`src/hw/dsr_pkg.sv`:
```
package dsr_pkg;

  // Command encoding {cs_n, ras_n, cas_n, we_n}
  localparam logic [3:0] CMD_NOP     = 4'h7;
  localparam logic [3:0] CMD_DES     = 4'hF;
  localparam logic [3:0] CMD_REFRESH = 4'h1;
  localparam logic [3:0] CMD_WRITE   = 4'h4;
  localparam logic [3:0] CMD_READ    = 4'h5;
  localparam logic [3:0] CMD_ZQCL    = 4'h6;

  // Mode register 2 field positions
  localparam int MR2_ARR_BIT = 6;
  localparam int MR2_SRR_BIT = 7;

  // Clock
  localparam int CLK_PERIOD_NS = 10;

  // Interval figures in clock cycles of the link clock
  localparam int T_CKESR_CYC   = 5;
  localparam int T_CKE_CYC     = 3;
  localparam int T_XS_CYC      = 28;
  localparam int T_XSDLL_CYC   = 512;
  localparam int T_ZQOPER_CYC  = 256;
  localparam int T_VREF_WR_CYC = 512;
  localparam int T_DLL_RST_CYC = 16;

  // Temperature thresholds, degrees C
  localparam int TEMP_NORMAL_MAX = 85;
  localparam int TEMP_EXT_MAX    = 95;

  // Refresh rate selection reported by the device
  localparam logic [1:0] RATE_NORMAL = 2'h0;
  localparam logic [1:0] RATE_EXT    = 2'h1;
  localparam logic [1:0] RATE_AUTO   = 2'h2;

  typedef enum logic [2:0] {
    DSR_IDLE  = 3'h1,
    DSR_SELF  = 3'h2,
    DSR_EXIT  = 3'h4
  } dsr_dev_state_t;

  typedef enum logic [4:0] {
    DSH_RUN   = 5'h01,
    DSH_ENTRY = 5'h02,
    DSH_HOLD  = 5'h04,
    DSH_XS    = 5'h08,
    DSH_XSDLL = 5'h10
  } dsr_host_state_t;

endpackage

```
`src/hw/dsr_link_if.sv`:
```
`timescale 1ns/1ps
`default_nettype none
interface dsr_link_if;
  logic       cke;
  logic [3:0] cmd;
  logic       odt;
  logic       reset_n;
  logic       mr2_arr;
  logic       mr2_srr;

  modport ctrl (
    output cke,
    output cmd,
    output odt,
    output reset_n,
    output mr2_arr,
    output mr2_srr
  );
  modport dram (
    input cke,
    input cmd,
    input odt,
    input reset_n,
    input mr2_arr,
    input mr2_srr
  );
endinterface
`default_nettype wire

```
`src/hw/dsr_dram.sv`:
```
// Overview of operation
// - Refresh with CKE low enters self refresh
// - DLL off in self refresh, reset on exit
// - First write 512 clocks after reference valid
// - All banks idle before entry
// - ODT low before entry unless termination off
// - CKE held low during self refresh
// - Only CKE and reset matter inside; here the MR2 bits still set the rate and high power outputs
// - One internal refresh within tCKE
// - Exit allowed after tCKESR, stable clock
// - Clock change needs tCKSRE and tCKSRX
// - Only NOP or deselect during tXS
// - No re-entry before tXS
// - ZQ long calibration before DLL commands
// - ODT off throughout tXSDLL
// - NOP after entry and before exit
// - Exit on CKE rise, intervals counted then
// - Double refresh rate above 85C
// - Hot self refresh needs automatic or extended
// - Range bit picks normal or extended
// - Automatic bit lets device choose rate
// - Both bits set is illegal
// - Extended range costs more power
`timescale 1ns/1ps
`default_nettype none
module dsr_dram (
  // Clock and reset
  input  wire logic       clk_in,
  input  wire logic       rstn_in,
  // Link
  dsr_link_if.dram        link,
  // Status
  output logic            self_refresh_out,
  output logic            dll_enabled_out,
  output logic            dll_reset_out,
  output logic            int_refresh_out,
  output logic [1:0]      refresh_rate_out,
  output logic            high_power_out,
  output logic            mode_illegal_out,
  output logic            xs_done_out
);

  dsr_pkg::dsr_dev_state_t state;
  logic        cke_q;
  logic [9:0]  dll_cnt;
  logic [9:0]  xs_cnt;
  logic [3:0]  ref_cnt;
  logic        ref_done;
  logic        sr_entry;

  // Link comes from flops on this clock; a synchroniser on CKE alone
  // would slip it behind the command it qualifies
  // Last CKE, so only a fresh fall with REFRESH enters
  always_ff @(posedge clk_in or negedge rstn_in) begin
    if (!rstn_in) begin
      cke_q <= 1'b0;
    end else begin
      cke_q <= link.cke;
    end
  end

  assign sr_entry = (state == dsr_pkg::DSR_IDLE) && !link.cke && cke_q &&
                    (link.cmd == dsr_pkg::CMD_REFRESH);

  always_ff @(posedge clk_in or negedge rstn_in) begin
    if (!rstn_in) begin
      state <= dsr_pkg::DSR_IDLE;
    end else if (!link.reset_n) begin
      // Link reset drops the device to idle whatever it was doing
      state <= dsr_pkg::DSR_IDLE;
    end else begin
      case (state)
        dsr_pkg::DSR_IDLE: begin
          if (sr_entry) begin
            state <= dsr_pkg::DSR_SELF;
          end
        end
        dsr_pkg::DSR_SELF: begin
          if (link.cke) begin
            state <= dsr_pkg::DSR_EXIT;
          end
        end
        dsr_pkg::DSR_EXIT: begin
          if (xs_cnt == 10'(dsr_pkg::T_XS_CYC - 1)) begin
            state <= dsr_pkg::DSR_IDLE;
          end
        end
        default: state <= dsr_pkg::DSR_IDLE;
      endcase
    end
  end

  // tXS counted from first high sample
  always_ff @(posedge clk_in or negedge rstn_in) begin
    if (!rstn_in) begin
      xs_cnt <= 10'h000;
    end else if (state == dsr_pkg::DSR_EXIT) begin
      xs_cnt <= xs_cnt + 10'h001;
    end else begin
      xs_cnt <= 10'h000;
    end
  end

  // One pulse per entry; later refreshes stay internal
  // internal refresh soon after entry
  always_ff @(posedge clk_in or negedge rstn_in) begin
    if (!rstn_in) begin
      ref_cnt         <= 4'h0;
      ref_done        <= 1'b0;
      int_refresh_out <= 1'b0;
    end else begin
      int_refresh_out <= 1'b0;
      if (state != dsr_pkg::DSR_SELF) begin
        ref_cnt  <= 4'h0;
        ref_done <= 1'b0;
      end else if (!ref_done) begin
        ref_cnt <= ref_cnt + 4'h1;
        if (ref_cnt == 4'(dsr_pkg::T_CKE_CYC - 2)) begin
          int_refresh_out <= 1'b1;
          ref_done        <= 1'b1;
        end
      end
    end
  end

  always_ff @(posedge clk_in or negedge rstn_in) begin
    if (!rstn_in) begin
      dll_enabled_out <= 1'b1;
    end else begin
      dll_enabled_out <= (state != dsr_pkg::DSR_SELF);
    end
  end

  // reset pulse as the DLL returns
  always_ff @(posedge clk_in or negedge rstn_in) begin
    if (!rstn_in) begin
      dll_reset_out <= 1'b0;
      dll_cnt       <= 10'h000;
    end else if (state == dsr_pkg::DSR_SELF) begin
      dll_reset_out <= 1'b0;
      dll_cnt       <= 10'h000;
    end else if (!dll_enabled_out) begin
      dll_reset_out <= 1'b1;
    end else if (dll_reset_out) begin
      dll_cnt <= dll_cnt + 10'h001;
      if (dll_cnt == 10'(dsr_pkg::T_DLL_RST_CYC - 1)) begin
        dll_reset_out <= 1'b0;
      end
    end
  end

  // Mode bits read live; the host drives them from its enables every cycle, in self refresh too
  // automatic bit overrides range bit
  always_ff @(posedge clk_in or negedge rstn_in) begin
    if (!rstn_in) begin
      refresh_rate_out <= dsr_pkg::RATE_NORMAL;
    end else if (link.mr2_arr) begin
      refresh_rate_out <= dsr_pkg::RATE_AUTO;
    end else if (link.mr2_srr) begin
      refresh_rate_out <= dsr_pkg::RATE_EXT;
    end else begin
      refresh_rate_out <= dsr_pkg::RATE_NORMAL;
    end
  end

  always_ff @(posedge clk_in or negedge rstn_in) begin
    if (!rstn_in) begin
      high_power_out <= 1'b0;
    end else begin
      high_power_out <= !link.mr2_arr && link.mr2_srr && (state == dsr_pkg::DSR_SELF);
    end
  end

  always_ff @(posedge clk_in or negedge rstn_in) begin
    if (!rstn_in) begin
      mode_illegal_out <= 1'b0;
    end else begin
      mode_illegal_out <= link.mr2_arr && link.mr2_srr;
    end
  end

  always_ff @(posedge clk_in or negedge rstn_in) begin
    if (!rstn_in) begin
      self_refresh_out <= 1'b0;
    end else begin
      self_refresh_out <= (state == dsr_pkg::DSR_SELF);
    end
  end

  // idle again once tXS has run
  always_ff @(posedge clk_in or negedge rstn_in) begin
    if (!rstn_in) begin
      xs_done_out <= 1'b1;
    end else begin
      xs_done_out <= (state == dsr_pkg::DSR_IDLE);
    end
  end

endmodule // dsr_dram
`default_nettype wire

```
`src/flat_wrapper.sv`:
```
// flat-port wrapper written by rule: the top's interface ports become plain ports
module dsr_dram_flat 
  (clk_in, rstn_in, self_refresh_out, dll_enabled_out, dll_reset_out, int_refresh_out, refresh_rate_out, high_power_out, mode_illegal_out, xs_done_out, link_cke, link_cmd, link_odt, link_reset_n, link_mr2_arr, link_mr2_srr);
  dsr_link_if link_i ();
  input  wire logic clk_in;
  input  wire logic rstn_in;
  output logic self_refresh_out;
  output logic dll_enabled_out;
  output logic dll_reset_out;
  output logic int_refresh_out;
  output logic [1:0] refresh_rate_out;
  output logic high_power_out;
  output logic mode_illegal_out;
  output logic xs_done_out;
  input wire logic [$bits(link_i.cke)-1:0] link_cke;
  input wire logic [$bits(link_i.cmd)-1:0] link_cmd;
  input wire logic [$bits(link_i.odt)-1:0] link_odt;
  input wire logic [$bits(link_i.reset_n)-1:0] link_reset_n;
  input wire logic [$bits(link_i.mr2_arr)-1:0] link_mr2_arr;
  input wire logic [$bits(link_i.mr2_srr)-1:0] link_mr2_srr;
  assign link_i.cke = link_cke;
  assign link_i.cmd = link_cmd;
  assign link_i.odt = link_odt;
  assign link_i.reset_n = link_reset_n;
  assign link_i.mr2_arr = link_mr2_arr;
  assign link_i.mr2_srr = link_mr2_srr;
  dsr_dram u_core (.clk_in(clk_in), .rstn_in(rstn_in), .link(link_i), .self_refresh_out(self_refresh_out), .dll_enabled_out(dll_enabled_out), .dll_reset_out(dll_reset_out), .int_refresh_out(int_refresh_out), .refresh_rate_out(refresh_rate_out), .high_power_out(high_power_out), .mode_illegal_out(mode_illegal_out), .xs_done_out(xs_done_out));
endmodule
```
`config.mk`:
```
export PLATFORM = sky130hd
export DESIGN_NAME = dsr_dram_flat
export DESIGN_NICKNAME = d
export VERILOG_FILES = /design/src/hw/dsr_pkg.sv /design/src/hw/dsr_link_if.sv /design/src/hw/dsr_dram.sv /design/src/flat_wrapper.sv
export SDC_FILE = /design/constraint.sdc
export NUM_CORES = 1
export LEC_CHECK = 0
export BUFFER_PORTS_ARGS = -buffer_cell sky130_fd_sc_hd__buf_2
export CAP_MARGIN = 10
export CORE_ASPECT_RATIO = 1.1
export CORE_MARGIN = 8
export CORE_UTILIZATION = 40
export CTS_CLUSTER_SIZE = 12
export DETAILED_ROUTE_END_ITERATION = 8
export SETUP_SLACK_MARGIN = 0.1
export SYNTH_ARGS = -nofsm -noshare
export SYNTH_HDL_FRONTEND = slang
export SYNTH_SLANG_ARGS = --single-unit
```
`constraint.sdc`:
```
create_clock -name clk_in -period 2.4 [get_ports clk_in]
set_input_delay 0.24 -clock clk_in [delete_from_list [all_inputs] [get_ports clk_in]]
set_output_delay 0.24 -clock clk_in [all_outputs]
set_load 0.005 [all_outputs]
```
**After elaboration in Yosys (flattened, before gate mapping)**

Index checks and enable logic that the tools add are counted.

- Input bits: 11
- Word-level logic and storage cells: 63
- Output and inout port bits: 9
- Register bits: 38

- $add $sub $neg: 3
- Eq/ne operators: 12
- Mux-type cells: 22
- Reductions and logical operators: 12

Operator list:

| operator | count |
|---|---|
| $mux W10 | 4 |
| $add A10 B1 Y10 const B | 2 |
| $mux W3 | 4 |
| $eq A10 B4 Y1 const B | 1 |
| $eq A10 B5 Y1 const B | 1 |
| $mux W1 | 10 |
| $ne A3 B2 Y1 const B | 3 |
| $pmux W3 S3 | 1 |
| $eq A4 B1 Y1 const B | 2 |
| $mux W4 | 2 |
| $logic_and A1 B1 Y1 | 6 |
| $add A4 B1 Y4 const B | 1 |
| $reduce_bool A2 Y1 | 2 |
| $eq A3 B1 Y1 const B | 1 |
| $eq A3 B2 Y1 const B | 1 |
| $eq A3 B3 Y1 const B | 1 |
| $ne A3 B3 Y1 const B | 1 |
| $reduce_and A3 Y1 | 1 |
| $logic_not A1 Y1 | 2 |
| $mux W2 | 1 |
| $ne A2 B2 Y1 const B | 1 |
| $reduce_and A2 Y1 | 1 |

**Depth between registers and ports, before layout**

- Word-level depth: 7
- Depth in mapped cells: 5
- Depth with buffers taken out: 5

**Worst setup path after synthesis**

Ideal clock, no wire load.

- Path kind: register to register
- Start: reg u_core.dll_enabled_out
- End: reg u_core.dll_cnt[6]
- Cell stages (with the launch flop): 4
- Clock period less this slack: 1.400 ns
- Required time: 2.322 ns
- Library setup time: 0.078 ns
- Path slack: 1.000 ns
- Buffers on the path: 0
- Arrival: 1.322 ns
- Cell sequence: dfstp_2 > nand3_1 > or4_1 > a21oi_1

- Longest elaborated chain between the ends: 2

Ends and longest elaborated chain:

| element | RTL line | text |
|---|---|---|
| from (decl) | dsr_dram.sv:34 | `output logic dll_enabled_out,` |
| from (signal assigned) | dsr_dram.sv:130 | `dll_enabled_out <= (state != dsr_pkg::DSR_SELF);` |
| $reduce_bool A2 Y1 (no line) | - |  |
| $reduce_and A2 Y1 (no line) | - |  |
| to (signal assigned) | dsr_dram.sv:145 | `dll_cnt <= dll_cnt + 10'h001;` |
| to (decl) | dsr_dram.sv:45 | `logic [9:0] dll_cnt;` |

Every way passes these cells.
A chain may end at the register's enable or synchronous reset.

**Worst setup path in the final report**

- Start: reg u_core.dll_enabled_out
- End: reg u_core.dll_cnt[8]

The elaborated chain is that of the path after synthesis.

==> impl_results.md <==
* Nets@finish at 199
* Chip width at 78.4 um
* Total cell area at the placement stage at 1870 um2
* Max rail drop VDD at 0.255 mV
* Total of warnings raised by yosys at 0
* Hold Vio Cnt, Final at 0
* Pwr Density at 715 nW/um2
* Die Outline Area at 6630 um2
* Shortest clock period the worst path allows after layout at 1.54 ns
* Clock tree from TritonCTS: built
* Non-filler instance count after layout at 239
* Cell Chain, Critical Path: nand3_1 > or4_1 > a21oi_1
* Cell count after placement at 231
* Buffer and inverter count on the worst path at 0
* Sequential area share after synthesis at 0.557
* Final-layout setup total negative slack at 0 ns
* Library cell with the largest summed area after synthesis: dfrtp_1
* Fraction of layout cells with a size suffix above 1 at 0.189
* Post-Synthesis Cell Area at 1710 um2
* Share of the clock period used by the worst path at 0.641
* Placeable Area at 4220 um2
* Longest individual stage delay on the worst path at 0.58 ns
* Estimated wirelength of the detail-placed design at 2400 um
* Yosys cell types at 39
* Total congestion overflow after global routing at 0
* Slowest CP cell: dfstp_2
* Highest routing layer actually used: met4
* Via count of the first global-routing pass at 1,381
* Maximum number of pins on one net before global-route repair at 39
* Setup-failing EPs final at 0
* Router iterations before antenna repair at 4
* Final count of pins violating max slew at 0
* Crit path capture type: flop
* Wire length on met1 at 1420 um
* Global-route wire length before repair at 5780 um
* Clk_lat worst skew at 0.28 ns
* Met3 WL at 167 um
* Fraction of synthesized cell area taken by the top area cell type at 0.511
* Met2 Wirelength at 1640 um
* Critical Path AT at 1.74 ns
* Initial detailed-routing violation count at 47
* Layout overhead on the synthesized area at 14.0%
* CP Launch Type: flop
* Result of the run: completed
* GRT Total Usage at 0.107
* Top delay family on crit path: simple AND/OR/NAND/NOR gates
* Number of CTS-inserted buffers at 5
* Number of gates on the worst path with buffers counted at 3
* Initial core utilization at 0.406
* Clock-pin slew of the registers on the worst-case setup and hold paths at 0.07 ns
* Routability-driven placement congestion ratio at 0.758
* Leakage at 0.844 nW
* Clock buffer depth at 2
* Depth of the worst register-to-register path at 3
* Initial antenna violation count at 0
* Number of placement rows at 25
* Setup repair after global routing missed its margin: false
* Hold/Removal Path Class: input port to asynchronous set/reset pin
* # Post-CTS Setup Buffers at 0
* Headroom to the max-slew limit at 0.444
* Min setup slack post-route at 0.862 ns
* Actual transition at the worst max-transition pin at 0.835 ns
* Post-cts sizing count at 0
* Timing-limited maximum frequency at 650 MHz
* Max-capacitance violation count at 0
* Number of clock sinks seen by CTS at 38
* Cell chosen for the clock root: clkbuf_8
* Gate Count Post-Synth at 160
* Crit path required time at 2.60 ns
* Number of diodes at 0
* Per-cell routed wire length at 13.9 um
* DR DRC count at 0
* Synth top area cells: dfrtp_1, a21oi_1, dfstp_2, nor2_1, ha_1
* Post-DR vias/cell at 5.30
* CTS H-Tree Depth at 2
* Mean Syn Cell Area at 10.7 um2
* Number of nets still failing antenna checks after routing at 0
* Classification of the worst setup path: flop to flop
* Number of buffers inserted for hold repair after clock tree synthesis at 0
* Die Y at 84.6 um
* I/O pins at 20
* Routed vias at 1,267
* Aggregate routed wire length at 3310 um
* Setup clock skew after layout at 0.00529 ns
* Flops & latches, synth at 38
* Critical Path Fanout Max at 6
* Number of buffer cells added on primary ports at 18
* Post-placement worst setup slack at 0.873 ns
* Number of nets produced by synthesis at 175
* Final cell area excluding filler cells at 1950 um2
area by class of cell:
type                       count  area (um2)
fill                         395        2270
sequential                    38         955
multi-input combinational    112         719
timing repair buffer          19        97.6
clock buffer                   6        72.6
tap                           54        67.6
inverter                       8        30.0
clock inverter                 2        10.0
layer usage:
layer | vias up | GRT usage
met1 | 612 | 0.108
met5 | - | 0
li1 | 620 | -
met4 | 0 | 0.0675
met2 | 26 | 0.182
met3 | 9 | 0.0374
where the power goes:
part | switching [mW] | total [mW] | internal, mW | leakage, nW
combinational | 0.115 | 0.198 | 0.0826 | 0.297
sequential | 0.0762 | 0.783 | 0.707 | 0.502
clock | 0.213 | 0.415 | 0.201 | 0.0450
cells by family after synthesis:
family,Yosys count,synth area share
xor gates and xnor gates,8,0.0409
buffers and inverters,10,0.0226
AOI/OAI and AO/OA,35,0.123
and+or+nand+nor,65,0.227
adders and majority gates,4,0.0292
DFF,38,0.557
cell usage in the layout (no fill, tap or decap), drive strengths merged, types with 4 or more instances in the layout:
cell type,n
nor2,16
a21oi,16
xnor2,4
inv,7
xor2,4
nand3,9
ha,4
nand2,5
or4,5
o31ai,5
o21ai,7
and2,4
dfrtp,35
clkbuf,6
nand4,5
or3,6
buf,19
state kept, by name, summed over array words and instances, names as in the netlist, 2 cells and up:
signal	cells
u_core.refresh_rate_out	2
u_core.state	3
u_core.ref_cnt	4
u_core.xs_cnt	10
u_core.dll_cnt	10
per-stage QoR:
stage	hold WS (ns)	utilization	power [mW]
3_3_place_gp	0.369	0.443	0.977
3_5_place_dp	0.378	0.443	0.998
4_1_cts	0.0714	0.462	1.42
2_1_floorplan	-0.0556	-	0.917
6_report	0.0544	0.462	1.40
5_1_grt	0.0795	0.462	1.49
Yosys cell counts:
library cell and n:
a21boi_0 1, a21oi_1 16, a31o_2 1, and2_1 4, buf_2 1, clkbuf_1 1, clkinv_1 1, dfrtp_1 35
dfstp_2 3, ha_1 4, inv_1 7, nand2_1 5, nand2b_1 1, nand3_1 8, nand3_2 1, nand4_1 3
nand4_2 2, nand4b_1 1, nor2_1 16, nor2b_1 2, nor3_1 2, nor3b_1 2, nor3b_2 1, nor4_1 2
nor4b_1 1, o211ai_1 1, o21a_1 1, o21ai_0 7, o221ai_1 1, o311ai_0 1, o31ai_1 5, o41ai_1 1
or3_1 5, or3_2 1, or3b_1 2, or4_1 5, or4bb_1 1, xnor2_1 4, xor2_1 4
path summary, 6_finish.rpt:
path	from	end	slack, ns
setup / recovery	u_core.dll_enabled_out$_DFF_PN1_	u_core.dll_cnt[8]$_DFFE_PN0P_	0.86
hold / removal	rstn_in	u_core.self_refresh_out$_DFF_PN0_	0.05
setup reg to reg	u_core.dll_enabled_out$_DFF_PN1_	u_core.dll_cnt[8]$_DFFE_PN0P_	0.86
hold reg to reg	u_core.xs_cnt[0]$_DFF_PN0_	u_core.xs_cnt[0]$_DFF_PN0_	0.50
max in group asynchronous	rstn_in	u_core.ref_cnt[0]$_DFFE_PN0P_	1.82
min in group clk_in	link_mr2_arr	u_core.refresh_rate_out[1]$_DFF_PN0_	0.09
(Power assumes the default switching activity.)
